$ cat src/rtl/dmo_regs.svh
// Offsets, field ranges, masks, reset values and fetch constants
// Assumes byte addresses on a 16-bit Avalon-MM slave address
`ifndef DMO_REGS_SVH
`define DMO_REGS_SVH

// Register byte offsets
`define DMO_OFF_UNLOCK 16'h8300
`define DMO_OFF_CTRL 16'h8304
`define DMO_OFF_STATUS 16'h8308
`define DMO_OFF_FB_PTR 16'h830c
`define DMO_OFF_CB_START 16'h8314
`define DMO_OFF_PTR_START 16'h8318
`define DMO_OFF_RSVD_A 16'h831c
`define DMO_OFF_VID_START 16'h8320
`define DMO_OFF_STRIDE 16'h8324
`define DMO_OFF_BUF_SIZE 16'h8328
`define DMO_OFF_RSVD_B 16'h832c

// Unlock key, arbitrary value
`define DMO_UNLOCK_KEY 32'h00005a5a

// Writable bit masks, reserved bits stay zero
`define DMO_MASK_OFFSET 32'h003fffff
`define DMO_MASK_STRIDE 32'h03ff03ff
`define DMO_MASK_BUF_SIZE 32'h3fffffff
`define DMO_MASK_CTRL 32'h00000003

// Field ranges
`define DMO_OFFSET_RNG 21:0
`define DMO_FB_STRIDE_RNG 9:0
`define DMO_CB_STRIDE_RNG 25:16
`define DMO_VID_LEN_RNG 29:16
`define DMO_CB_LEN_RNG 15:9
`define DMO_FB_LEN_RNG 8:0

// Control and status bit positions
`define DMO_CTRL_FETCH_EN 0
`define DMO_CTRL_CB_EN 1
`define DMO_STAT_CB_OVF 0
`define DMO_STAT_BUSY 1
`define DMO_STAT_LOCKED 2

// Reset value of every register
`define DMO_RST_REG 32'h00000000

// Cursor pattern fetch length in bytes
`define DMO_CURSOR_BYTES 16'h0100

`endif

$ cat src/rtl/dmo_pkg.sv
// Types shared by the memory organization block
// Assumes nothing beyond a SystemVerilog compiler
package dmo_pkg;

    // Fetch request kinds on the memory controller port
    typedef enum logic [1:0] {
        DMO_KIND_CURSOR = 2'h0,
        DMO_KIND_FB = 2'h1,
        DMO_KIND_CB = 2'h2
    } dmo_kind_e;

    // Fetch sequencer states, one-hot
    typedef enum logic [3:0] {
        DMO_ST_IDLE = 4'b0001,
        DMO_ST_CUR = 4'b0010,
        DMO_ST_FB = 4'b0100,
        DMO_ST_CB = 4'b1000
    } dmo_state_e;

    typedef logic [21:0] dmo_offset_t;

endpackage

$ cat src/rtl/dmo_beat_gate.sv
// Per-line beat gate: passes the first limit beats of a line, flags the rest
// Assumes line_start pulses once before each line's data
module dmo_beat_gate #(
    parameter int CW = 9,
    parameter int DW = 64
) (
    // Clock and reset
    input wire logic clock,
    input wire logic rst,
    // Line control
    input wire logic line_start,
    input wire logic [CW-1:0] limit,
    // Incoming beats
    input wire logic beat_valid,
    input wire logic [DW-1:0] beat_data,
    // Gated beats and excess pulse
    output logic pass_valid_q,
    output logic [DW-1:0] pass_data_q,
    output logic excess_q
);

    logic [CW-1:0] count_q;
    wire logic in_line = count_q < limit;
    wire logic at_top = &count_q;

    // Count beats in the line; saturates so a runaway line stays excess
    always_ff @(posedge clock or posedge rst) begin
        if (rst) begin
            count_q <= '0;
        end else if (line_start) begin
            count_q <= '0;
        end else if (beat_valid && !at_top) begin
            count_q <= count_q + 1'b1;
        end
    end

    // Register the pass or drop decision
    always_ff @(posedge clock or posedge rst) begin
        if (rst) begin
            pass_valid_q <= 1'b0;
            pass_data_q <= '0;
            excess_q <= 1'b0;
        end else begin
            pass_valid_q <= beat_valid && in_line && !line_start;
            pass_data_q <= beat_data;
            excess_q <= beat_valid && !in_line && !line_start;
        end
    end

endmodule

$ cat src/rtl/dmo_mem_org.sv
// Display memory organization: registers, fetch address sequencer, gating
// Assumes a memory controller that accepts one request at a time and
// a timing block that pulses frame_start and line_start.
//
// Decided for this implementation: the Avalon-MM interface to the registers.
`include "dmo_regs.svh"

module dmo_mem_org
    import dmo_pkg::*;
(
    // Clock and reset
    input wire logic clock,
    input wire logic rst,
    // Avalon-MM slave
    input wire logic [15:0] avs_address,
    input wire logic avs_read,
    input wire logic avs_write,
    input wire logic [31:0] avs_writedata,
    input wire logic [3:0] avs_byteenable,
    output logic [31:0] avs_readdata,
    output logic avs_waitrequest,
    // Display timing
    input wire logic frame_start,
    input wire logic line_start,
    input wire logic [21:0] frame_start_offset,
    input wire logic [8:0] active_qwords,
    // Fetch request to memory controller
    output logic req_valid,
    input wire logic req_ready,
    output logic [1:0] req_kind,
    output logic [21:0] req_addr,
    output logic [15:0] req_len,
    // Frame buffer return data and display FIFO write
    input wire logic fb_beat_valid,
    input wire logic [63:0] fb_beat_data,
    output logic fifo_wr_valid,
    output logic [63:0] fifo_wr_data,
    // Compressed return data and compressed FIFO write
    input wire logic cb_beat_valid,
    input wire logic [31:0] cb_beat_data,
    output logic cb_wr_valid,
    output logic [31:0] cb_wr_data,
    // Video buffer geometry for the overlay path, compressed overflow flag
    output logic [21:0] video_start,
    output logic [19:0] video_bytes,
    output logic cb_overflow
);

    // Register state
    logic [31:0] unlock_q;
    logic [31:0] ctrl_q;
    logic [31:0] cb_start_q;
    logic [31:0] ptr_start_q;
    logic [31:0] vid_start_q;
    logic [31:0] stride_q;
    logic [31:0] buf_size_q;
    logic ovf_q;
    logic wait_q;
    logic [31:0] rdata_q;

    // Sequencer state
    dmo_state_e state_q;
    dmo_state_e state_d;
    dmo_offset_t fb_ptr_q;
    dmo_offset_t fb_ptr_d;
    dmo_offset_t cb_ptr_q;
    dmo_offset_t cb_ptr_d;
    logic pend_frame_q;
    logic pend_line_q;
    logic rv_q;
    logic rv_d;
    logic [1:0] rk_q;
    logic [1:0] rk_d;
    dmo_offset_t ra_q;
    dmo_offset_t ra_d;
    logic [15:0] rl_q;
    logic [15:0] rl_d;
    logic take_frame;
    logic take_line;
    logic [21:0] vstart_q;
    logic [19:0] vbytes_q;

    // Gate outputs
    logic cb_excess;

    // Byte-lane merge of a write into the old value
    function automatic logic [31:0] merge(input logic [31:0] old,
                                          input logic [31:0] wd,
                                          input logic [3:0] be);
        logic [31:0] r;
        r = old;
        for (int i = 0; i < 4; i++) begin
            if (be[i]) begin
                r[i*8 +: 8] = wd[i*8 +: 8];
            end
        end
        return r;
    endfunction

    // Bus decode: a write lands only on the edge where waitrequest is low
    wire logic commit = avs_write && !wait_q;
    wire logic locked = unlock_q != `DMO_UNLOCK_KEY;
    wire logic wr_open = commit && !locked;
    wire logic hit_unlock = avs_address == `DMO_OFF_UNLOCK;
    wire logic hit_ctrl = avs_address == `DMO_OFF_CTRL;
    wire logic hit_status = avs_address == `DMO_OFF_STATUS;
    wire logic hit_fb_ptr = avs_address == `DMO_OFF_FB_PTR;
    wire logic hit_cb_start = avs_address == `DMO_OFF_CB_START;
    wire logic hit_ptr_start = avs_address == `DMO_OFF_PTR_START;
    wire logic hit_vid_start = avs_address == `DMO_OFF_VID_START;
    wire logic hit_stride = avs_address == `DMO_OFF_STRIDE;
    wire logic hit_buf_size = avs_address == `DMO_OFF_BUF_SIZE;
    wire logic [31:0] wmerge_src = avs_writedata;

    // Field views of the programmed values
    wire logic [9:0] fb_stride = stride_q[`DMO_FB_STRIDE_RNG];
    wire logic [9:0] cb_stride = stride_q[`DMO_CB_STRIDE_RNG];
    wire logic [13:0] vid_len = buf_size_q[`DMO_VID_LEN_RNG];
    wire logic [6:0] cb_len = buf_size_q[`DMO_CB_LEN_RNG];
    wire logic [8:0] fb_len = buf_size_q[`DMO_FB_LEN_RNG];
    wire logic fetch_en = ctrl_q[`DMO_CTRL_FETCH_EN];
    wire logic cb_en = ctrl_q[`DMO_CTRL_CB_EN];
    wire logic busy = state_q != DMO_ST_IDLE;

    // Compressed line holds one DWORD fewer than the programmed length
    wire logic [6:0] cb_valid = (cb_len == 7'h00) ? 7'h00 :
                                cb_len - 7'h01;
    wire logic [15:0] fb_len_bytes = {4'h0, fb_len, 3'b000};
    wire logic [15:0] cb_len_bytes = {7'h00, cb_valid, 2'b00};
    wire logic [21:0] fb_step = {10'h000, fb_stride, 2'b00};
    wire logic [21:0] cb_step = {10'h000, cb_stride, 2'b00};

    // Status view: overflow, busy, lock
    wire logic [31:0] status_view = {29'h0, locked, busy, ovf_q};
    wire logic stat_clr = commit && hit_status && avs_byteenable[0] &&
                          avs_writedata[`DMO_STAT_CB_OVF];

    // Read mux; reserved and unmapped offsets return zero
    wire logic [31:0] rd_mux =
        hit_unlock ? unlock_q :
        hit_ctrl ? ctrl_q :
        hit_status ? status_view :
        hit_fb_ptr ? {10'h000, fb_ptr_q} :
        hit_cb_start ? cb_start_q :
        hit_ptr_start ? ptr_start_q :
        hit_vid_start ? vid_start_q :
        hit_stride ? stride_q :
        hit_buf_size ? buf_size_q :
        32'h00000000;

    // One wait cycle per access, so every answer comes on the second edge
    always_ff @(posedge clock or posedge rst) begin
        if (rst) begin
            wait_q <= 1'b1;
        end else begin
            wait_q <= !((avs_read || avs_write) && wait_q);
        end
    end

    // Read data captured while waitrequest is still high
    always_ff @(posedge clock or posedge rst) begin
        if (rst) begin
            rdata_q <= 32'h00000000;
        end else if (avs_read && wait_q) begin
            rdata_q <= rd_mux;
        end
    end

    // Lock key and control are never locked themselves
    always_ff @(posedge clock or posedge rst) begin
        if (rst) begin
            unlock_q <= `DMO_RST_REG;
            ctrl_q <= `DMO_RST_REG;
        end else begin
            if (commit && hit_unlock) begin
                unlock_q <= merge(unlock_q, wmerge_src, avs_byteenable);
            end
            if (commit && hit_ctrl) begin
                ctrl_q <= merge(ctrl_q, wmerge_src, avs_byteenable) &
                          `DMO_MASK_CTRL;
            end
        end
    end

    // Locked offset registers; masks keep reserved bits at zero
    always_ff @(posedge clock or posedge rst) begin
        if (rst) begin
            cb_start_q <= `DMO_RST_REG;
            ptr_start_q <= `DMO_RST_REG;
            vid_start_q <= `DMO_RST_REG;
        end else begin
            if (wr_open && hit_cb_start) begin
                cb_start_q <= merge(cb_start_q, wmerge_src,
                                    avs_byteenable) & `DMO_MASK_OFFSET;
            end
            if (wr_open && hit_ptr_start) begin
                ptr_start_q <= merge(ptr_start_q, wmerge_src,
                                     avs_byteenable) & `DMO_MASK_OFFSET;
            end
            if (wr_open && hit_vid_start) begin
                vid_start_q <= merge(vid_start_q, wmerge_src,
                                     avs_byteenable) & `DMO_MASK_OFFSET;
            end
        end
    end

    // Locked stride and size registers
    always_ff @(posedge clock or posedge rst) begin
        if (rst) begin
            stride_q <= `DMO_RST_REG;
            buf_size_q <= `DMO_RST_REG;
        end else begin
            if (wr_open && hit_stride) begin
                stride_q <= merge(stride_q, wmerge_src, avs_byteenable) &
                            `DMO_MASK_STRIDE;
            end
            if (wr_open && hit_buf_size) begin
                buf_size_q <= merge(buf_size_q, wmerge_src,
                                    avs_byteenable) & `DMO_MASK_BUF_SIZE;
            end
        end
    end

    // Sticky overflow; a new overflow beats a clear in the same cycle
    always_ff @(posedge clock or posedge rst) begin
        if (rst) begin
            ovf_q <= 1'b0;
        end else begin
            ovf_q <= cb_excess || (ovf_q && !stat_clr);
        end
    end

    // Pending frame and line events; a new pulse beats the take
    always_ff @(posedge clock or posedge rst) begin
        if (rst) begin
            pend_frame_q <= 1'b0;
            pend_line_q <= 1'b0;
        end else begin
            pend_frame_q <= (frame_start && fetch_en) ||
                            (pend_frame_q && !take_frame);
            pend_line_q <= (line_start && fetch_en) ||
                           (pend_line_q && !take_line && !take_frame);
        end
    end

    // Sequencer: cursor once per frame, then frame line and compressed line
    always_comb begin
        state_d = state_q;
        fb_ptr_d = fb_ptr_q;
        cb_ptr_d = cb_ptr_q;
        rv_d = rv_q;
        rk_d = rk_q;
        ra_d = ra_q;
        rl_d = rl_q;
        take_frame = 1'b0;
        take_line = 1'b0;
        case (state_q)
            DMO_ST_IDLE: begin
                if (pend_frame_q) begin
                    // Frame start reloads both line pointers
                    take_frame = 1'b1;
                    fb_ptr_d = frame_start_offset;
                    cb_ptr_d = cb_start_q[`DMO_OFFSET_RNG];
                    rv_d = 1'b1;
                    rk_d = DMO_KIND_CURSOR;
                    ra_d = ptr_start_q[`DMO_OFFSET_RNG];
                    rl_d = `DMO_CURSOR_BYTES;
                    state_d = DMO_ST_CUR;
                end else if (pend_line_q) begin
                    take_line = 1'b1;
                    rv_d = 1'b1;
                    rk_d = DMO_KIND_FB;
                    ra_d = fb_ptr_q;
                    rl_d = fb_len_bytes;
                    state_d = DMO_ST_FB;
                end
            end
            DMO_ST_CUR: begin
                if (req_ready) begin
                    rv_d = 1'b0;
                    state_d = DMO_ST_IDLE;
                end
            end
            DMO_ST_FB: begin
                if (req_ready) begin
                    fb_ptr_d = fb_ptr_q + fb_step;
                    if (cb_en && cb_valid != 7'h00) begin
                        rk_d = DMO_KIND_CB;
                        ra_d = cb_ptr_q;
                        rl_d = cb_len_bytes;
                        state_d = DMO_ST_CB;
                    end else begin
                        rv_d = 1'b0;
                        state_d = DMO_ST_IDLE;
                    end
                end
            end
            DMO_ST_CB: begin
                if (req_ready) begin
                    cb_ptr_d = cb_ptr_q + cb_step;
                    rv_d = 1'b0;
                    state_d = DMO_ST_IDLE;
                end
            end
            default: begin
                rv_d = 1'b0;
                state_d = DMO_ST_IDLE;
            end
        endcase
    end

    // Sequencer registers
    always_ff @(posedge clock or posedge rst) begin
        if (rst) begin
            state_q <= DMO_ST_IDLE;
            fb_ptr_q <= '0;
            cb_ptr_q <= '0;
            rv_q <= 1'b0;
            rk_q <= DMO_KIND_CURSOR;
            ra_q <= '0;
            rl_q <= 16'h0000;
        end else begin
            state_q <= state_d;
            fb_ptr_q <= fb_ptr_d;
            cb_ptr_q <= cb_ptr_d;
            rv_q <= rv_d;
            rk_q <= rk_d;
            ra_q <= ra_d;
            rl_q <= rl_d;
        end
    end

    // Video geometry; length is segments times 64 bytes
    always_ff @(posedge clock or posedge rst) begin
        if (rst) begin
            vstart_q <= '0;
            vbytes_q <= 20'h00000;
        end else begin
            vstart_q <= vid_start_q[`DMO_OFFSET_RNG];
            vbytes_q <= {vid_len, 6'h00};
        end
    end

    // Frame data past the active line width never reaches the FIFO
    dmo_beat_gate #(
        .CW(9),
        .DW(64)
    ) u_fb_gate (
        .clock(clock),
        .rst(rst),
        .line_start(line_start),
        .limit(active_qwords),
        .beat_valid(fb_beat_valid),
        .beat_data(fb_beat_data),
        .pass_valid_q(fifo_wr_valid),
        .pass_data_q(fifo_wr_data),
        .excess_q()
    );

    // Compressed data beyond the valid DWORDs is an overflow
    dmo_beat_gate #(
        .CW(7),
        .DW(32)
    ) u_cb_gate (
        .clock(clock),
        .rst(rst),
        .line_start(line_start),
        .limit(cb_valid),
        .beat_valid(cb_beat_valid),
        .beat_data(cb_beat_data),
        .pass_valid_q(cb_wr_valid),
        .pass_data_q(cb_wr_data),
        .excess_q(cb_excess)
    );

    // Output drive, all from flip-flops
    assign avs_readdata = rdata_q;
    assign avs_waitrequest = wait_q;
    assign req_valid = rv_q;
    assign req_kind = rk_q;
    assign req_addr = ra_q;
    assign req_len = rl_q;
    assign video_start = vstart_q;
    assign video_bytes = vbytes_q;
    assign cb_overflow = ovf_q;

endmodule

$ cat config.mk
export PLATFORM = sky130hd
export DESIGN_NAME = dmo_mem_org
export DESIGN_NICKNAME = d
export VERILOG_FILES = /design/src/rtl/dmo_pkg.sv /design/src/rtl/dmo_beat_gate.sv /design/src/rtl/dmo_mem_org.sv
export VERILOG_INCLUDE_DIRS = /design/src /design/src/rtl
export SDC_FILE = /design/constraint.sdc
export NUM_CORES = 1
export LEC_CHECK = 0
export BUFFER_PORTS_ARGS = -buffer_cell sky130_fd_sc_hd__buf_2
export CAP_MARGIN = 10
export CORE_MARGIN = 2
export CORE_UTILIZATION = 35
export CTS_BUF_LIST = sky130_fd_sc_hd__clkbuf_8
export DETAILED_ROUTE_END_ITERATION = 8
export GPL_TIMING_DRIVEN = 1
export PLACE_DENSITY = 0.54
export SYNTH_ARGS = -nofsm -noshare
export SYNTH_HDL_FRONTEND = slang
export SYNTH_SLANG_ARGS = --single-unit
$ cat constraint.sdc
create_clock -name clock -period 41.5 [get_ports clock]
set_clock_uncertainty 0.05 [all_clocks]
set_input_delay 8.3 -clock clock [delete_from_list [all_inputs] [get_ports clock]]
set_output_delay 8.3 -clock clock [all_outputs]
set_load 0.05 [all_outputs]
## After elaboration in Yosys (flattened, before gate mapping)

Index checks and enable logic that the tools add are counted.

| cells by class | value |
|---|---|
| multipliers | 0 |
| reductions and logical operators | 79 |
| bitwise operators | 0 |
| mux-type cells | 52 |
| shift operators | 0 |
| divide/modulo/power cells | 0 |
| eq/ne operators | 22 |
| add/subtract/negate cells | 5 |
| magnitude comparators | 2 |

Operators by type and width:

| operator | count |
|---|---|
| $mux 30 | 8 |
| $mux 22 | 8 |
| $eq 16x16->1 const B | 9 |
| $pmux 22 s2 | 3 |
| $mux 16 | 4 |
| $add 22x12->22 | 2 |
| $reduce_and 2->1 | 22 |
| $mux 32 | 1 |
| $ne 32x15->1 const B | 1 |
| $pmux 16 s2 | 1 |
| $logic_and 1x1->1 | 29 |
| $mux 7 | 3 |
| $mux 4 | 5 |
| $mux 9 | 2 |
| $pmux 4 s3 | 1 |
| $logic_not 1->1 | 10 |
| $mux 1 | 10 |
| $ne 2x2->1 const B | 5 |
| $add 9x1->9 const B | 1 |
| $lt 9x9->1 | 1 |
| $reduce_and 3->1 | 3 |
| $reduce_and 9->1 | 1 |
| $mux 2 | 4 |
| $reduce_and 4->1 | 2 |
| 18 further kinds | 24 |

| word-level totals | value |
|---|---|
| bits in latches | 0 |
| word-level logic and storage cells | 203 |
| register bits | 426 |
| bits in read-only memories | 0 |
| memories kept | 0 |
| input port bits | 188 |
| bits in writable memories | 0 |

## Depth between registers and ports, before layout

| logic depth | value |
|---|---|
| word-level depth | 10 |
| gate-level depth with buffers | 13 |

## Modules after synthesis

Synthesis repeated with hierarchy kept, for this count alone.

| unflattened totals | value |
|---|---|
| cell total of the unflattened synthesis | 1,596 |
| area total of the unflattened synthesis | 18,561.6 um^2 |

Modules (own cells, without submodules):

| module | instances | area each (um^2) | sequential area each (um^2) | cells an instance |
|---|---|---|---|---|
| dmo_mem_org | 1 | 14,824.2 | 7,634.8 | 1,353 |
| dmo_beat_gate at u_fb_gate | 1 | 2,351.0 | 1,876.8 | 147 |
| dmo_beat_gate at u_cb_gate | 1 | 1,386.3 | 1,026.0 | 96 |

## Least setup slack after synthesis

Ideal clock, no wire load.

| timing path | value |
|---|---|
| kind | input port to flip-flop |
| from | input port avs_address[4] |
| to | register buf_size_q[0] |
| arrival time | 10.140 ns |
| library setup time | 0.125 ns |
| data required time | 41.325 ns |
| setup slack | 31.185 ns |
| cell stages on the path | 6 |
| path through | or4b_1 -> clkbuf_1 -> nor4_2 -> nand3_2 -> nor2_4 -> mux2_2 |

| between the ends | value |
|---|---|
| longest elaborated chain between the ends | 3 |

Ends and longest elaborated chain:

| what | RTL line | source |
|---|---|---|
| from (decl) | dmo_mem_org.sv:15 | `input wire logic [15:0] avs_address,` |
| $eq 16x16->1 (no line) | n/a |  |
| $logic_and 1x1->1 | dmo_mem_org.sv:217 | `if (wr_open && hit_buf_size) begin` |
| $reduce_and 2->1 (no line) | n/a |  |
| to (signal assigned) | dmo_mem_org.sv:211 | `` buf_size_q <= `DMO_RST_REG; `` |
| to (signal assigned) | dmo_mem_org.sv:218 | `buf_size_q <= merge(buf_size_q, wmerge_src,` |
| to (decl) | dmo_mem_org.sv:56 | `logic [31:0] buf_size_q;` |

No other way between the ends.
A chain may end at the register's enable or synchronous reset.

## Final worst setup path

| timing path | value |
|---|---|
| from | input port avs_address[10] |
| to | register ptr_start_q[19] |

| between the ends | value |
|---|---|
| longest elaborated chain between the ends | 3 |

Ends and longest elaborated chain:

| what | RTL line | source |
|---|---|---|
| $eq 16x16->1 (no line) | n/a |  |
| $logic_and 1x1->1 | dmo_mem_org.sv:196 | `if (wr_open && hit_ptr_start) begin` |
| $reduce_and 2->1 (no line) | n/a |  |
| to (signal assigned) | dmo_mem_org.sv:189 | `` ptr_start_q <= `DMO_RST_REG; `` |
| to (signal assigned) | dmo_mem_org.sv:197 | `ptr_start_q <= merge(ptr_start_q, wmerge_src,` |
| to (decl) | dmo_mem_org.sv:53 | `logic [31:0] ptr_start_q;` |

No other way between the ends.

==> results.txt <==
Yosys attributes the largest share of cell area to dfrtp_1, mux2_2, nand2_1. The tools report the global-route usage over all layers as 0.233. The average routed wire per standard cell is 23.1 um. TritonCTS built the clock tree. The leakage dissipation is 11.1 nW, and the total of endpoints with negative setup slack in the final report is 0. STA classifies the critical path startpoint as an input port. Dominant cell type by area after synthesis: dfrtp_1.

The number of iterations in the first detailed-routing pass was 8. The tools report the count of maximum capacitance violations as 0. STA classifies the critical path endpoint as a register.

Async set or reset register ratio after synthesis: 1.00. Summing over every cut layer, the via total after detailed routing is 14800. The floorplan step defined a core boundary enclosing 52200 sq um.

Subtracting the final worst setup slack from the clock period gives 10.77 ns. The biggest fanout along the worst timing path is 14. The horizontal die dimension was 233 um; the period utilization was 0.259. After clock tree synthesis, the setup repair step added 0 buffers. The peak per-stage delay on the critical path was 1.07 ns. During I/O placement, the number of pins put on the boundary was 403. The share of synthesized area occupied by flip-flops and latches was 0.571; the post-route worst setup slack was 30.73 ns. In this run the power density over the cells is 47.0 nW/um^2. Yosys printed 0 warnings. The logs give 0.352 for the effective utilization at floorplan and 0 for the hold buffer count at CTS. After detailed routing, the number of vias per cell comes to 5.38.

The run gives 14800 as the number of global-route vias before repair. The tree built by TritonCTS fans out to 420 sinks. The tools report the post-place setup slack as 30.07 ns.

Clock tree synthesis inserted a total of 77 buffers. The finished layout holds 2751 standard cells, fillers aside. The clock-pin slew on the worst setup and hold paths came out at 0.06 ns.

Gate family responsible for the most delay along the worst path: simple AND/OR/NAND/NOR gates. For the layout net count, the log shows 2235. The tree is rooted in a clkbuf_8.

After detailed placement, the design holds a cell count of 2616. The achievable clock frequency was 0.0929 GHz; the number of distinct library cells after synthesis was 79. The run gives 5032 as the number of fillers in the final layout. By startpoint and endpoint, the worst setup path is classified as in2reg. Counting along the longest clock path gives a buffer depth of 3. Path class of the lowest-slack min-delay path: reg2reg.

The signal on the critical path passes through buf_2 > nand4bb_1 > nor4_4 > nand2_1 > nor2_2 > mux2_2. Compared with the post-synthesis result, the final layout area differs by 22.7%. After detailed routing, the number of remaining DRC violations is 0. The worst max-slew margin expressed relative to the limit was 0.196; the count of flip-flops with a built-in enable after synthesis was 0.

The share of final-layout standard cells stronger than drive strength 1 is 0.348, and the worst supply voltage drop on vdd is 0.0313 mV. The most used flip-flop cell after synthesis was dfrtp_1. The max-slew violation count was 0; the routability-driven placement congestion ratio was 0.875. Overflow left after global routing: 0. Measured along the y axis, the die boundary spans 233 um.

The flow ran to the end, and the final reports show no timing, DRC or antenna violations. The arrival time at the worst endpoint came out at 11.28 ns. The tools report the synthesized instance count as 1591.

Synthesized area per cell: 11.6 sq um. The buffering stage count on the worst path with inverters included is 1. The run gives 0 as the final number of hold-violating endpoints.

The accumulated negative setup slack was 0 ns. The global-route wire length before repair was 94100 um. The worst-margin pin slew works out to 1.20 ns.

The count of buffers from port buffering came out at 390. Once detail routing completed, the nets flagged for antenna violations numbered 0. For the multi-input combinational cell area, the log shows 7490 sq um.

The run gives 63700 um as the total wire length. Once detailed placement completed, the half-perimeter wirelength came to 47300 um. The tools report the pin count of the biggest net entering global routing as 133.

The sequential cells in the finished layout cover a total of 10500 sq um. In this run the core area contains 84 standard-cell rows. The detailed router finished its first iteration with 1094 violations. Synthesis inferred 420 register bits. The post-cts sizing count was 0. The largest individual stage delay along the critical path comes from the cell nor4_4. The floorplan die area is 54400 sq um. Setup repair after global routing left no endpoint under its margin. The combined area of all synthesized cells is 18400 sq um, and the data required time at the worst endpoint is 42.01 ns.

CTS built an H-tree with a depth of 3. The area share of the largest cell type after synthesis is 0.568, and the clock latency on the worst-skew pair is 0.68 ns. The tools report the number of antenna violations at the first check in global routing as 5.
-- layer usage --
| metal | share of wire | track usage |
|---|---|---|
| met2 | 0.45 | 0.357 |
| met5 | 0.00033 | 0 |
| met4 | 0.025 | 0.0705 |
| met1 | 0.44 | 0.322 |
| met3 | 0.086 | 0.0614 |
-- cell usage in the layout, fill, tap and decap left out, types with 7 or more instances in the layout --
cell type  synthesis  routed
a211oi_1          11      10
a21o_1            20      20
a21oi_1           84      84
a221oi_1          25      25
a22o_1             8       8
a22oi_1           23      23
a2bb2oi_1          8       8
a31oi_1           26      26
and2_1             7       7
and3_1            22      22
buf_2             12     390
buf_4             16      14
clkbuf_8           0      96
clkinv_2           0      11
conb_1             1      12
dfrtp_1          418     417
ha_1              38      38
inv_1             31      52
mux2_2           150     150
mux2i_1           28      28
nand2_1          141     141
nand2b_1           7       7
nand3_1           36      36
nand4_1           19      19
nor2_1           109     108
nor2_2            14      15
nor2b_1            9       9
nor3_1            17      17
nor4_1            10       9
o211ai_1          11      11
o21a_1             7       7
o21ai_0           77      77
o21ai_1           13      13
o22ai_1           13      13
or3_1             12      12
xor2_1            14      14
-- worst paths after layout --
check | startpoint | end | slack (ns) | cells past startpoint
max | avs_address[10] | ptr_start_q[19] | 30.73 | 6
max reg2reg | buf_size_q[9] | req_addr[9] | 37.98 | 8
max in group asynchronous | rst | vid_start_q[21] | 31.92 | 3
min in group asynchronous | rst | req_len[5] | 7.81 | 2
min | buf_size_q[25] | video_bytes[15] | 0.35 | 0
min reg2reg | buf_size_q[25] | video_bytes[15] | 0.35 | 0
-- stage by stage --
step	utilization	cell area [sq um]	hold WS [ns]	total power [mW]
after floorplan	-	18400	0.313	0.602
after global placement	0.403	21000	0.334	0.673
after detailed placement	0.403	21000	0.332	0.675
after CTS	0.432	22600	0.348	1.07
after global routing	0.432	22600	0.366	1.11
final	0.432	22600	0.350	1.06
-- Yosys cell counts, drive strengths merged, types with 13 or more instances --
cell type / instances
nand3: 37
buf: 32
a21oi: 85
and3: 22
nor3: 20
o22ai: 13
nor2: 129
o21ai: 90
a22oi: 23
nand4: 19
dfrtp: 418
nor4: 14
mux2: 150
ha: 38
inv: 31
mux2i: 28
xor2: 14
nand2: 141
a221oi: 25
clkbuf: 46
a21o: 20
a31oi: 26
-- cells by family (layout without fill, tap and decap cells) --
group	after synthesis	count (layout)	share of synthesized area
mux	178	178	0.107
xor+xnor	20	20	0.00952
compound gates	362	362	0.127
other cells	1	13	0.000204
simple gates	461	461	0.130
flops	420	420	0.571
fa+ha+maj	40	40	0.0280
buf+inv	109	569	0.0263
-- worst reg2reg max path, cell delays in order, from the launching register on --
cell,delay [ns]
dfrtp_1,0.49
inv_1,0.15
ha_1,0.19
or3b_1,0.48
or2_1,0.38
nor3b_1,0.24
o31ai_4,0.74
buf_4,0.47
o21ai_0,0.18
-- sequential cells by signal, summed over array words and instances (netlist names), 9 cells and up --
register and count:
cb_ptr_q 22, u_fb_gate.pass_data_q 64, unlock_q 32, buf_size_q 30
u_cb_gate.pass_data_q 32, fb_ptr_q 22, video_start 22, cb_start_q 22
stride_q 20, ptr_start_q 22, avs_readdata 32, vid_start_q 22
video_bytes 14, req_len 10, req_addr 22, u_fb_gate.count_q 9
-- cell type report --
class,instances,area share
flip-flops and latches,420,0.466
diodes,1,0.000111
repair buffers,404,0.0911
well taps,688,0.0381
clock inverters,38,0.00892
clock buffers,96,0.0585
multi-input cells,1073,0.332
inverters,31,0.00549
-- power breakdown --
group	switching (mW)	internal, mW	leakage (nW)
registers	0.0329	0.441	5.49
logic	0.143	0.0494	4.70
clock network	0.180	0.214	0.871
total	0.357	0.705	11.1
No activity file was read; power rests on OpenSTA's default activity.
